## config.mk

```make
export PLATFORM = sky130hd
export DESIGN_NAME = drsc_top
export DESIGN_NICKNAME = d
export VERILOG_FILES = /design/src/drsc_pkg.sv /design/src/drsc_top.sv
export SDC_FILE = /design/constraint.sdc
export NUM_CORES = 1
export LEC_CHECK = 0
export BUFFER_PORTS_ARGS = -buffer_cell sky130_fd_sc_hd__buf_2
export CORE_ASPECT_RATIO = 2
export CORE_MARGIN = 2
export CORE_UTILIZATION = 52
export CTS_CLUSTER_SIZE = 12
export DETAILED_ROUTE_END_ITERATION = 10
export GPL_ROUTABILITY_DRIVEN = 1
export PLACE_DENSITY = 0.77
export SLEW_MARGIN = 5
export SYNTH_ARGS = -nofsm -noshare
export SYNTH_HDL_FRONTEND = slang
export SYNTH_SLANG_ARGS = --single-unit
export TNS_END_PERCENT = 100
```

## constraint.sdc

```tcl
create_clock -name pclk -period 5.5 [get_ports pclk]
set_input_delay 0.55 -clock pclk [delete_from_list [all_inputs] [get_ports pclk]]
set_output_delay 0.55 -clock pclk [all_outputs]
set_load 0.05 [all_outputs]
```

## src/drsc_pkg.sv

```systemverilog
// drsc_pkg: constants, register map and state encoding for the rail state control block
package drsc_pkg;

    // ==========================================================
    // clock and timing
    localparam int unsigned CLK_HZ          = 200_000_000;
    localparam int unsigned PWM_HZ          = 400_000;
    localparam int unsigned PSAVE_MIN_HZ    = 15_000;
    localparam int unsigned PWM_PERIOD_CYC  = CLK_HZ / PWM_HZ;
    localparam int unsigned PSAVE_MAX_CYC   = CLK_HZ / PSAVE_MIN_HZ;
    localparam int unsigned DEADTIME_CYC    = 4;
    localparam int unsigned TERM_SS_TICKS   = 128;
    localparam int unsigned OC_TRIP_TICKS   = 4;
    localparam int unsigned RAIL_SS_TICKS   = 256;

    localparam logic [15:0] PWM_PERIOD      = 16'(PWM_PERIOD_CYC);
    localparam logic [15:0] PSAVE_MAX       = 16'(PSAVE_MAX_CYC);
    localparam logic [15:0] DEADTIME        = 16'(DEADTIME_CYC);
    localparam logic [7:0]  TERM_SS         = 8'(TERM_SS_TICKS);
    localparam logic [2:0]  OC_TRIP         = 3'(OC_TRIP_TICKS);
    localparam logic [8:0]  RAIL_SS         = 9'(RAIL_SS_TICKS);

    // ==========================================================
    // register map (byte addresses)
    localparam logic [11:0] ADDR_CTRL       = 12'h000;
    localparam logic [11:0] ADDR_STATUS     = 12'h004;
    localparam logic [11:0] ADDR_IRQ_STAT   = 12'h008;
    localparam logic [11:0] ADDR_IRQ_EN     = 12'h00c;
    localparam logic [11:0] ADDR_IRQ_CLR    = 12'h010;
    localparam logic [11:0] ADDR_DUTY       = 12'h014;

    // ctrl fields
    localparam int unsigned CTRL_RAIL_EN    = 0;
    localparam int unsigned CTRL_TERM_EN    = 1;
    localparam int unsigned CTRL_FORCED_PWM_SELECT       = 2;
    localparam logic [2:0]  CTRL_RESET      = 3'h0;

    // irq event bits
    localparam int unsigned IRQ_W           = 4;
    localparam int unsigned EV_STATE        = 0;
    localparam int unsigned EV_INREG        = 1;
    localparam int unsigned EV_OC           = 2;
    localparam int unsigned EV_SUPPLY_FAIL  = 3;

    localparam logic [7:0]  DUTY_RESET      = 8'h80;

    // ==========================================================
    // operating states, one-hot
    typedef enum logic [2:0] {
        ST_OFF     = 3'b001,
        ST_RUN     = 3'b010,
        ST_STANDBY = 3'b100
    } drsc_state_e;

endpackage : drsc_pkg

```

## src/drsc_top.sv

```systemverilog
// drsc_top: state decode, gate drive sequencing and apb registers for the memory rail
`timescale 1ns/1ps

module drsc_top
    import drsc_pkg::*;
(
    input  wire logic        pclk,
    input  wire logic        presetn,
    input  wire logic        psel,
    input  wire logic        penable,
    input  wire logic        pwrite,
    input  wire logic [11:0] paddr,
    input  wire logic [31:0] pwdata,
    output logic      [31:0] prdata,
    output logic             pready,
    output logic             pslverr,
    input  wire logic        reference_settled,
    input  wire logic        control_supply_in_limits,
    input  wire logic        input_present_sense,
    input  wire logic        rail_regulated,
    input  wire logic        light_load_request,
    input  wire logic        negative_current_detect,
    input  wire logic        overcurrent_trip,
    input  wire logic        osc_tick,
    output logic             high_side_gate,
    output logic             low_side_gate,
    output logic             rail_output_enable,
    output logic             reference_buffer_output_enable,
    output logic             termination_output_enable,
    output logic             termination_full_limit,
    output logic             power_ok_output_o,
    output logic             power_ok_output_oe,
    output logic             rail_soft_start,
    output logic             reference_ok_flag,
    output logic             supply_ok_flag,
    output logic             rail_in_regulation_flag,
    output logic             irq
);

    // ==========================================================
    // helpers
    function automatic logic [15:0] inc16(input logic [15:0] v);
        inc16 = 16'(v + 16'h0001);
    endfunction : inc16

    // ==========================================================
    // apb registers
    logic [2:0]        ctrl_reg;
    logic [7:0]        duty_reg;
    logic [IRQ_W-1:0]  irq_stat_reg;
    logic [IRQ_W-1:0]  irq_en_reg;
    logic              wr_acc;
    logic              addr_ok;
    logic              rail_enable;
    logic              termination_enable;
    logic              forced_pwm_select;

    assign wr_acc  = psel && penable && pwrite;
    assign addr_ok = (paddr == ADDR_CTRL) || (paddr == ADDR_STATUS) ||
                     (paddr == ADDR_IRQ_STAT) || (paddr == ADDR_IRQ_EN) ||
                     (paddr == ADDR_IRQ_CLR) || (paddr == ADDR_DUTY);
    // zero wait state slave; unmapped addresses answer with an error
    assign pready  = 1'b1;
    assign pslverr = psel && penable && !addr_ok;

    assign rail_enable        = ctrl_reg[CTRL_RAIL_EN];
    assign termination_enable = ctrl_reg[CTRL_TERM_EN];
    assign forced_pwm_select  = ctrl_reg[CTRL_FORCED_PWM_SELECT];

    // control and duty registers written by software
    always_ff @(posedge pclk or negedge presetn)
    begin
        if (!presetn)
        begin
            ctrl_reg   <= CTRL_RESET;
            duty_reg   <= DUTY_RESET;
            irq_en_reg <= '0;
        end
        else if (wr_acc)
        begin
            if (paddr == ADDR_CTRL)
                ctrl_reg <= pwdata[2:0];
            if (paddr == ADDR_DUTY)
                duty_reg <= pwdata[7:0];
            if (paddr == ADDR_IRQ_EN)
                irq_en_reg <= pwdata[IRQ_W-1:0];
        end
    end

    // ==========================================================
    // reference, supply monitor and fault latch
    logic        ref_ok_reg;
    logic        supply_ok_reg;
    logic        oc_latch_reg;
    logic [2:0]  oc_cnt_reg;
    logic        rail_en_d_reg;

    // reference starts and settles only while enabled
    always_ff @(posedge pclk or negedge presetn)
    begin
        if (!presetn)
            ref_ok_reg <= 1'b0;
        else
            ref_ok_reg <= rail_enable && reference_settled;
    end

    always_ff @(posedge pclk or negedge presetn)
    begin
        if (!presetn)
            supply_ok_reg <= 1'b0;
        else
            supply_ok_reg <= ref_ok_reg && control_supply_in_limits;
    end

    // four consecutive oscillator ticks with trip latch off
    always_ff @(posedge pclk or negedge presetn)
    begin
        if (!presetn)
        begin
            oc_cnt_reg    <= 3'h0;
            oc_latch_reg  <= 1'b0;
            rail_en_d_reg <= 1'b0;
        end
        else
        begin
            rail_en_d_reg <= rail_enable;
            if (!rail_enable || !supply_ok_reg)
            begin
                // cycling enable or supply clears the latch
                oc_latch_reg <= 1'b0;
                oc_cnt_reg   <= 3'h0;
            end
            else if (osc_tick)
            begin
                if (!overcurrent_trip)
                    oc_cnt_reg <= 3'h0;
                else if (oc_cnt_reg == OC_TRIP - 3'h1)
                    oc_latch_reg <= 1'b1;
                else
                    oc_cnt_reg <= 3'(oc_cnt_reg + 3'h1);
            end
        end
    end

    // ==========================================================
    // state decode
    drsc_state_e state_reg;
    drsc_state_e state_next;

    // off wins whenever any condition drops, including supply failing in run
    always_comb
    begin
        state_next = ST_OFF;
        if (!supply_ok_reg || !input_present_sense || !rail_enable || oc_latch_reg)
            state_next = ST_OFF;
        else if (termination_enable)
            state_next = ST_RUN;
        else
            state_next = ST_STANDBY;
    end

    always_ff @(posedge pclk or negedge presetn)
    begin
        if (!presetn)
            state_reg <= ST_OFF;
        else
            state_reg <= state_next;
    end

    // ==========================================================
    // soft-starts
    logic [8:0]  rail_ss_reg;
    logic [7:0]  term_ss_reg;
    logic        term_full_reg;
    logic        psave;

    // ramp restarts on each entry from off
    always_ff @(posedge pclk or negedge presetn)
    begin
        if (!presetn)
            rail_ss_reg <= 9'h0;
        else if (state_reg == ST_OFF)
            rail_ss_reg <= 9'h0;
        else if (osc_tick && rail_ss_reg != RAIL_SS)
            rail_ss_reg <= 9'(rail_ss_reg + 9'h1);
    end

    // limited termination current for 128 ticks after enable
    always_ff @(posedge pclk or negedge presetn)
    begin
        if (!presetn)
        begin
            term_ss_reg   <= 8'h0;
            term_full_reg <= 1'b0;
        end
        else if (state_reg != ST_RUN)
        begin
            term_ss_reg   <= 8'h0;
            term_full_reg <= 1'b0;
        end
        else if (osc_tick && !term_full_reg)
        begin
            if (term_ss_reg == TERM_SS - 8'h1)
                term_full_reg <= 1'b1;
            term_ss_reg <= 8'(term_ss_reg + 8'h1);
        end
    end

    // power saving only in standby with forced-pwm select high
    assign psave = (state_reg == ST_STANDBY) && forced_pwm_select;

    // ==========================================================
    // pwm generator
    logic [15:0] cyc_reg;
    logic [15:0] period;
    logic [15:0] on_cyc;
    logic        hs_req;
    logic        hs_reg;
    logic        ls_reg;
    logic [15:0] dead_reg;
    logic        ls_block_reg;

    // fixed period normally, stretched to the 15 kHz floor at light load in power saving
    assign period = (psave && light_load_request) ? PSAVE_MAX : PWM_PERIOD;
    assign on_cyc = 16'((32'(PWM_PERIOD) * 32'(duty_reg)) >> 8);
    assign hs_req = (cyc_reg < on_cyc) && (state_reg != ST_OFF);

    always_ff @(posedge pclk or negedge presetn)
    begin
        if (!presetn)
            cyc_reg <= 16'h0;
        else if (state_reg == ST_OFF || inc16(cyc_reg) >= period)
            cyc_reg <= 16'h0;
        else
            cyc_reg <= inc16(cyc_reg);
    end

    // in power saving, low side blocked after negative current until next period
    always_ff @(posedge pclk or negedge presetn)
    begin
        if (!presetn)
            ls_block_reg <= 1'b0;
        else if (cyc_reg == 16'h0)
            ls_block_reg <= 1'b0;
        else if (psave && negative_current_detect)
            ls_block_reg <= 1'b1;
    end

    // dead time after either gate falls before the other rises, except a low gate dropped by ls_block_reg
    always_ff @(posedge pclk or negedge presetn)
    begin
        if (!presetn)
        begin
            hs_reg   <= 1'b0;
            ls_reg   <= 1'b0;
            dead_reg <= 16'h0;
        end
        else if (state_reg == ST_OFF)
        begin
            hs_reg   <= 1'b0;
            ls_reg   <= 1'b0;
            dead_reg <= 16'h0;
        end
        else if ((hs_reg && !hs_req) || (ls_reg && hs_req))
        begin
            hs_reg   <= 1'b0;
            ls_reg   <= 1'b0;
            dead_reg <= DEADTIME;
        end
        else if (dead_reg != 16'h0)
            dead_reg <= 16'(dead_reg - 16'h1);
        else
        begin
            // normal mode keeps low side on to sink current
            hs_reg <= hs_req;
            ls_reg <= !hs_req && !hs_reg && !ls_block_reg;
        end
    end

    // ==========================================================
    // outputs
    logic        inreg_reg;

    // regulation flag only in normal (non power-saving) operation
    always_ff @(posedge pclk or negedge presetn)
    begin
        if (!presetn)
            inreg_reg <= 1'b0;
        else
            inreg_reg <= (state_reg != ST_OFF) && !psave && rail_regulated &&
                         (rail_ss_reg == RAIL_SS);
    end

    assign high_side_gate                 = hs_reg;
    assign low_side_gate                  = ls_reg;
    assign rail_output_enable             = (state_reg != ST_OFF);
    assign reference_buffer_output_enable = (state_reg != ST_OFF);
    assign termination_output_enable      = (state_reg == ST_RUN);
    assign termination_full_limit         = term_full_reg;
    // power-ok pulled low while off, released otherwise
    assign power_ok_output_o              = 1'b0;
    assign power_ok_output_oe             = (state_reg == ST_OFF);
    assign rail_soft_start                = (state_reg != ST_OFF) && (rail_ss_reg != RAIL_SS);
    assign reference_ok_flag              = ref_ok_reg;
    assign supply_ok_flag                 = supply_ok_reg;
    assign rail_in_regulation_flag        = inreg_reg;

    // ==========================================================
    // interrupts: set wins over clear
    logic [IRQ_W-1:0] ev;
    logic             inreg_d_reg;
    drsc_state_e      state_d_reg;

    always_ff @(posedge pclk or negedge presetn)
    begin
        if (!presetn)
        begin
            inreg_d_reg <= 1'b0;
            state_d_reg <= ST_OFF;
        end
        else
        begin
            inreg_d_reg <= inreg_reg;
            state_d_reg <= state_reg;
        end
    end

    always_comb
    begin
        ev                 = '0;
        ev[EV_STATE]       = (state_d_reg != state_reg);
        ev[EV_INREG]       = inreg_reg && !inreg_d_reg;
        ev[EV_OC]          = oc_latch_reg && (state_d_reg != ST_OFF) && (state_reg == ST_OFF);
        ev[EV_SUPPLY_FAIL] = (state_d_reg == ST_RUN) && (state_reg == ST_OFF) && !supply_ok_reg;
    end

    always_ff @(posedge pclk or negedge presetn)
    begin
        if (!presetn)
            irq_stat_reg <= '0;
        else if (wr_acc && paddr == ADDR_IRQ_CLR)
            irq_stat_reg <= (irq_stat_reg & ~pwdata[IRQ_W-1:0]) | ev;
        else
            irq_stat_reg <= irq_stat_reg | ev;
    end

    assign irq = |(irq_stat_reg & irq_en_reg);

    // ==========================================================
    // read word captured in the setup cycle: prdata comes from a flip-flop
    // and the access phase still answers with no wait state
    always_ff @(posedge pclk or negedge presetn)
    begin
        if (!presetn)
            prdata <= 32'h0;
        else if (psel && !penable && !pwrite)
        begin
            case (paddr)
                ADDR_CTRL:     prdata <= {29'h0, ctrl_reg};
                ADDR_STATUS:   prdata <= {24'h0, term_full_reg, oc_latch_reg, inreg_reg,
                                          supply_ok_reg, ref_ok_reg, state_reg};
                ADDR_IRQ_STAT: prdata <= {28'h0, irq_stat_reg};
                ADDR_IRQ_EN:   prdata <= {28'h0, irq_en_reg};
                ADDR_DUTY:     prdata <= {24'h0, duty_reg};
                default:       prdata <= 32'h0;
            endcase
        end
    end

endmodule : drsc_top

```

==> flow_metrics.py, run 1 <==
metrics = {
    "status": {
        "status": "finished with violations",
        "violations": "setup timing",
    },
    "clocking": {
        "clk_pin_slew_ns": 0.07,
        "cts_buffer_depth": 2,
        "cts.sinks": 94,
        "clkLatencyLatePin_ns": 0.36,
        "cts_tree": "built",
        "numCtsBuffers": 9,
        "root_buffer": "clkbuf_16",
        "htreeDepth": 3,
    },
    "timing": {
        "maxSlewViolCount": 0,
        "min_period_over_period": 1.041,
        "hold_viol": 0,
        "slew_headroom": 0.3199,
        "layout_setup_ws_ns": -0.2255,
        "holdWs_ns": 0.1232,
        "finalClockSkew_ns": 0.01105,
        "min_period_ns": 5.725,
        "rsz0062_at_grt": "true",
        "worstMarginPinSlew_ns": 1.016,
        "finalSetupViolations": 18,
        "max_freq_mhz": 174.7,
    },
    "worst_hold_path": {
        "min_path_type": "input pin to asynchronous set/reset pin",
    },
    "detailed_routing": {
        "via_count": 5035,
        "drt-total-wl_um": 14740,
        "drt_iter0_drc": 184,
        "first_pass_iters": 4,
        "viasPerCell": 5.689,
        "routedWlPerCell_um": 16.65,
        "ant_nets": 0,
        "drc": 0,
    },
    "yosys": {
        "seq_area_frac_synth": 0.3666,
        "synth-edff-count": 0,
        "synth_seq_cells": 94,
        "synth_cells": 652,
        "yosysWarnings": 0,
        "netlist_area_um2": 6426,
        "synth.distinct_cells": 65,
        "ys.flop_type": "dfrtp_1",
        "synthArstFlopShare": 1.000,
        "avgSynthCellArea_um2": 9.856,
    },
    "setup_path": {
        "arrival_ns": 5.92,
        "critPathMaxFanout": 3,
        "cp-end-kind": "flop",
        "crit_path_start_kind": "flop",
        "cp_common_cell": "fa_1",
        "timing.critical_path.cells": "fa_1, inv_1, fa_1, fa_1, fa_1, inv_2, ha_4, nor3_4, o211ai_1, a2111oi_4, o31ai_2, a21oi_2, xnor2_2, ha_1, nand3_2, or3_4, o311ai_4, buf_4, buf_6, mux2i_1, a21oi_1",
        "critical_path_class": "flop to flop",
        "required_ns": 5.70,
        "slowest_stage": "fa_1",
        "crit_path_max_incr_delay_ns": 0.55,
    },
    "placed_design": {
        "post-place-ws_ns": -0.2238,
        "gp_congestion": 0.8697,
        "dp_hpwl_um": 11070,
        "portBuffers": 53,
    },
    "global_route": {
        "grt_max_degree": 66,
        "grtUsageTotal": 0.2362,
        "grt_pass1_wl_um": 24520,
        "antenna_found_initial": 0,
        "grt_pass1_vias": 5357,
        "grt_overflow_total": 0,
    },
    "pwr": {
        "p_per_area_nw_per_um2": 190.9,
        "ir_drop_v": 0.0001844,
        "leakage_nw": 3.686,
        "p_total_mw": 1.411,
    },
    "die": {
        "die_area_um2": 13320,
        "initial_core_util": 0.5300,
        "num_rows": 57,
        "die_w_um": 82.61,
        "coreArea_um2": 12120,
        "fp.dieH_um": 161.2,
        "ioPinCount": 104,
    },
    "cells_and_area": {
        "drive_above_1_share": 0.2141,
        "diodes": 0,
        "area_growth_pct": 15.05,
        "post-route-util": 0.6098,
        "n_fill_cell": 1007,
        "nNetsFinal": 870,
    },
    "run": {
        "drv_cap": 0,
    },
}
-- worst max-delay path: cells and delay by family, from the launching register on --
family	cells	cell delay, ns
AOI/OAI and AO/OA	6	1.30
adders and majority gates	6	2.60
muxes	1	0.22
buffers and inverters	4	0.37
DFF	1	0.42
xor gates and xnor gates	1	0.09
and+or+nand+nor	3	0.58
-- per-stage QoR --
| step | instance area [µm²] | TNS [ns] | cells |
|---|---|---|---|
| 2_1_floorplan | 6563 | 0 | 678 |
| 3_3_place_gp | 6954 | -0.5465 | 864 |
| 3_5_place_dp | 6954 | -3.191 | 864 |
| 4_1_cts | 7303 | -2.411 | 882 |
| 5_1_grt | 7393 | -6.935 | 885 |
| 6_report | 7393 | -3.017 | 885 |
-- synthesized netlist by cell type (all sizes together), types with 3 or more instances --
master | number | share of area
fa | 20 | 0.062
nand2b | 6 | 0.0058
xor2 | 25 | 0.034
or2 | 3 | 0.0029
nand3b | 3 | 0.0035
a21oi | 27 | 0.021
nor2 | 62 | 0.037
nor2b | 15 | 0.015
nand3 | 13 | 0.011
a21o | 3 | 0.0035
inv | 52 | 0.030
nor4b | 3 | 0.0041
o22ai | 3 | 0.0029
o211ai | 3 | 0.0043
and3 | 6 | 0.0058
a211oi | 3 | 0.0035
clkbuf | 9 | 0.0053
dfstp | 3 | 0.012
mux2 | 16 | 0.028
buf | 32 | 0.035
dfrtp | 91 | 0.35
nand4 | 14 | 0.014
or3b | 4 | 0.0055
a2111oi | 3 | 0.0041
xnor2 | 24 | 0.033
nor3 | 16 | 0.013
o21ai | 22 | 0.017
ha | 60 | 0.12
mux2i | 16 | 0.025
o31ai | 3 | 0.0035
or3 | 6 | 0.0058
and2 | 4 | 0.0039
nand2 | 42 | 0.025
nor4 | 13 | 0.014
-- timing repair --
action	in CTS	in global routing
buffers inserted	1	4
pin swaps	20	14
hold buffers	0	0
resized for setup	8	15
cloned	1	0
setup endpoints to repair	16	18
-- cell usage in the layout (no fill, tap or decap), drive strengths merged, types with 3 or more instances in the layout --
cell type | synthesis | routed
clkinv | 0 | 4
dfstp | 3 | 3
or2 | 3 | 3
buf | 32 | 85
or3b | 4 | 4
nor2 | 62 | 62
fa | 20 | 20
nand3b | 3 | 3
nor2b | 15 | 15
o211ai | 3 | 3
conb | 2 | 28
mux2 | 16 | 16
o22ai | 3 | 3
a211oi | 3 | 3
nand3 | 13 | 13
nand2 | 42 | 42
nor4 | 13 | 13
nor3 | 16 | 16
dfrtp | 91 | 91
a21o | 3 | 3
and3 | 6 | 6
and2 | 4 | 4
mux2i | 16 | 16
clkbuf | 9 | 9
or3 | 6 | 6
nand4 | 14 | 14
o31ai | 3 | 3
xnor2 | 24 | 24
a2111oi | 3 | 3
nand2b | 6 | 6
inv | 52 | 54
a21oi | 27 | 27
xor2 | 25 | 25
o21ai | 22 | 22
ha | 60 | 60
nor4b | 3 | 3
-- layer usage --
metal  track usage  routed length (µm)  part of all wire  vias up
li1              -                   -                 -     2357
met1        0.2460                5288              0.36     2476
met3       0.03687                 561             0.038       55
met4        0.1244                 637             0.043        0
met5             0                   0                 0        -
met2        0.4329                8249              0.56      147
-- kinds of logic after synthesis --
family                   share of synthesized area
flip-flops                                  0.3666
multiplexers                               0.05296
AO/OA/AOI/OAI                              0.08586
AND/OR/NAND/NOR                             0.1766
adder cells (fa/ha/maj)                     0.1791
other                                     0.001169
buffers and inverters                      0.07087
XOR/XNOR                                   0.06678
-- final timing paths --
check	endpoint	slack [ns]	cells past startpoint	from
setup / recovery	dead_reg[2]$_DFFE_PN0P_	-0.23	21	duty_reg[3]$_DFFE_PN0P_
hold / removal	dead_reg[8]$_DFFE_PN0P_	0.12	1	presetn
setup reg to reg	dead_reg[2]$_DFFE_PN0P_	-0.23	21	duty_reg[3]$_DFFE_PN0P_
hold reg to reg	state_d_reg[0]$_DFF_PN1_	0.42	0	state_reg[0]$_DFF_PN1_
max in group asynchronous	duty_reg[5]$_DFFE_PN0P_	4.16	2	presetn
min in group pclk	supply_ok_flag$_DFF_PN0_	0.39	2	control_supply_in_limits
-- report_power, final --
| group | internal [mW] | total, mW | switching [mW] |
|---|---|---|---|
| Combinational | 0.0167 | 0.0886 | 0.0719 |
| Clock | 0.322 | 0.630 | 0.308 |
| Sequential | 0.692 | 0.693 | 0.000962 |
-- area by class of cell --
class / instances / area (µm²) / share of cell area
multi-input combinational: 491 / 3836 / 0.5189
sequential: 94 / 2360 / 0.3192
timing repair buffer: 85 / 513.0 / 0.06939
clock buffer: 9 / 225.2 / 0.03046
inverter: 52 / 195.2 / 0.02640
tap: 147 / 183.9 / 0.02488
clock inverter: 7 / 80.08 / 0.01083
Note: power is estimated with default switching activity, not from simulation.
==> inputs of run 2 (changes only) <==
--- a/config.mk
+++ b/config.mk
@@ -10,3 +10,3 @@
 export CORE_MARGIN = 2
-export CORE_UTILIZATION = 52
+export CORE_UTILIZATION = 40
 export CTS_CLUSTER_SIZE = 12
@@ -14,3 +14,3 @@
 export GPL_ROUTABILITY_DRIVEN = 1
-export PLACE_DENSITY = 0.77
+export PLACE_DENSITY_LB_ADDON = 0.3
 export SLEW_MARGIN = 5
--- a/constraint.sdc
+++ b/constraint.sdc
@@ -3,2 +3,2 @@
 set_output_delay 0.55 -clock pclk [all_outputs]
-set_load 0.05 [all_outputs]
+set_load 0.01 [all_outputs]
==> flow_metrics.py, run 2 (synthesis results as in run 1) <==
metrics = {
    "pwr": {
        "p_sw_frac": 0.2295,
        "ir_drop_v": 0.0001196,
        "leakage_nw": 3.679,
        "p_seq_frac": 0.495,
        "power.internal_mw": 1.079,
        "p_per_area_nw_per_um2": 188.3,
        "pwr-share-clk": 0.465,
        "p_comb_frac": 0.040,
        "p_switching_uw": 321.3,
    },
    "cells_and_area": {
        "ff_latch_area_um2": 2357,
        "diodes": 0,
        "finalNonFillerCells": 937,
        "area_growth_pct": 15.71,
        "n_fill_cell": 1506,
        "design_area_um2": 7436,
        "drive_above_1_share": 0.2024,
        "multiInputGateArea_um2": 3809,
        "nNetsFinal": 868,
        "final_cell_mix": "dfrtp_1, ha_1, nor2_1",
        "final_common_cell": "dfrtp_1",
    },
    "clocking": {
        "root_buffer": "clkbuf_16",
        "clk_pin_slew_ns": 0.07,
        "cts_buffer_depth": 2,
        "htreeDepth": 3,
        "clkLatencyLatePin_ns": 0.35,
        "cts.sinks": 94,
        "cts_tree": "built",
        "numCtsBuffers": 9,
    },
    "timing": {
        "worstMarginPinSlew_ns": 1.056,
        "holdWs_ns": 0.1782,
        "finalSetupViolations": 16,
        "hold_viol": 0,
        "slew_headroom": 0.2926,
        "min_period_over_period": 1.031,
        "finalClockSkew_ns": 0.01187,
        "min_period_ns": 5.668,
        "maxSlewViolCount": 0,
        "rsz0062_at_grt": "true",
        "max_freq_mhz": 176.4,
        "finalSetupTns_ns": -2.274,
        "layout_setup_ws_ns": -0.1683,
    },
    "placed_design": {
        "portBuffers": 53,
        "dp_hpwl_um": 11610,
        "post-place-ws_ns": -0.2450,
        "gp_congestion": 0.8850,
        "place_inst": 916,
        "place_area_um2": 7019,
    },
    "setup_path": {
        "cp-end-kind": "flop",
        "slowest_stage": "fa_1",
        "required_ns": 5.73,
        "critPathMaxFanout": 7,
        "crit_path_max_incr_delay_ns": 0.54,
        "arrival_ns": 5.90,
        "cp_common_cell": "fa_1",
        "crit_path_start_kind": "flop",
        "cp_num_buf_inv": 4,
        "critical_path_class": "flop to flop",
        "cp_top_family": "adder cells",
        "timing.critical_path.cells": "fa_1, inv_1, fa_1, fa_1, fa_1, inv_2, ha_4, nor3_4, o211ai_1, a2111oi_2, o31ai_1, a21oi_1, xnor2_1, ha_1, nand3_2, or3_4, o311ai_4, mux2i_2, buf_4, clkbuf_16, nor2_1",
    },
    "die": {
        "die_w_um": 93.63,
        "initial_core_util": 0.4073,
        "num_rows": 65,
        "die_area_um2": 17160,
        "fp.dieH_um": 183.3,
        "coreArea_um2": 15780,
        "ioPinCount": 104,
    },
    "global_route": {
        "use_met2": 0.3571,
        "grt_pass1_wl_um": 24980,
        "busiest_layer": "met2",
        "use_met3": 0.02260,
        "grtUsageMet1": 0.1942,
        "grt_overflow_total": 0,
        "grt_pass1_vias": 5335,
        "antenna_found_initial": 0,
        "grtUsageTotal": 0.1838,
        "grt_max_degree": 55,
    },
    "detailed_routing": {
        "drt_iter0_drc": 183,
        "routedWlPerCell_um": 15.72,
        "drt-total-wl_um": 14730,
        "drc": 0,
        "ant_nets": 0,
        "via_count": 4921,
        "first_pass_iters": 4,
        "viasPerCell": 5.252,
    },
    "worst_hold_path": {
        "min_path_type": "input pin to asynchronous set/reset pin",
    },
    "status": {
        "violations": "setup timing",
        "status": "finished with violations",
    },
    "run": {
        "drv_cap": 0,
    },
}
-- run 2: path summary, 6_finish.rpt --
path | from | end | slack (ns) | cells after the start
worst max-delay path | duty_reg[1]$_DFFE_PN0P_ | dead_reg[15]$_DFFE_PN0P_ | -0.17 | 21
worst min-delay path | presetn | duty_reg[5]$_DFFE_PN0P_ | 0.18 | 1
worst max register to register | duty_reg[1]$_DFFE_PN0P_ | dead_reg[15]$_DFFE_PN0P_ | -0.17 | 21
worst min register to register | state_reg[0]$_DFF_PN1_ | state_d_reg[0]$_DFF_PN1_ | 0.43 | 0
max in group asynchronous | presetn | termination_full_limit$_DFFE_PN0P_ | 4.22 | 2
min in group pclk | control_supply_in_limits | supply_ok_flag$_DFF_PN0_ | 0.42 | 2
-- run 2: routing by layer --
metal / vias up / wire length, µm
met3: 36 / 384
met1: 2428 / 5501
met4: 0 / 425
li1: 2351 / -
met2: 106 / 8416
met5: - / 0
-- run 2: power by group through the flow --
stage                     Sequential (mW)  Combinational (mW)  Clock [mW]
after floorplan                     0.706              0.0384           0
after global placement              0.706              0.0559           0
after detailed placement            0.706              0.0573           0
after CTS                           0.693              0.0576       0.669
after global routing                0.693              0.0642       0.701
final                               0.693              0.0564       0.651
-- run 2: layout make-up --
class                           count  share of cell area
Multi-Input combinational cell    491              0.5122
Sequential cell                    94              0.3170
Timing Repair Buffer               83             0.06916
Tap cell                          201             0.03382
Clock buffer                       11             0.03264
Inverter                           52             0.02625
Clock inverter                      5            0.008918
-- run 2: stage by stage --
step	power (mW)	util
CTS	1.419	0.4699
global placement	0.7621	0.4449
floorplan	0.7445	-
detailed placement	0.7635	0.4449
global route	1.458	0.4713
finish	1.400	0.4713
-- run 2: repair_timing --
action	in CTS	in global routing
endpoints found under the setup margin	17	18
pin swaps	16	6
setup buffers	2	3
gates cloned	1	0
resized for setup	10	7
hold buffers	0	0
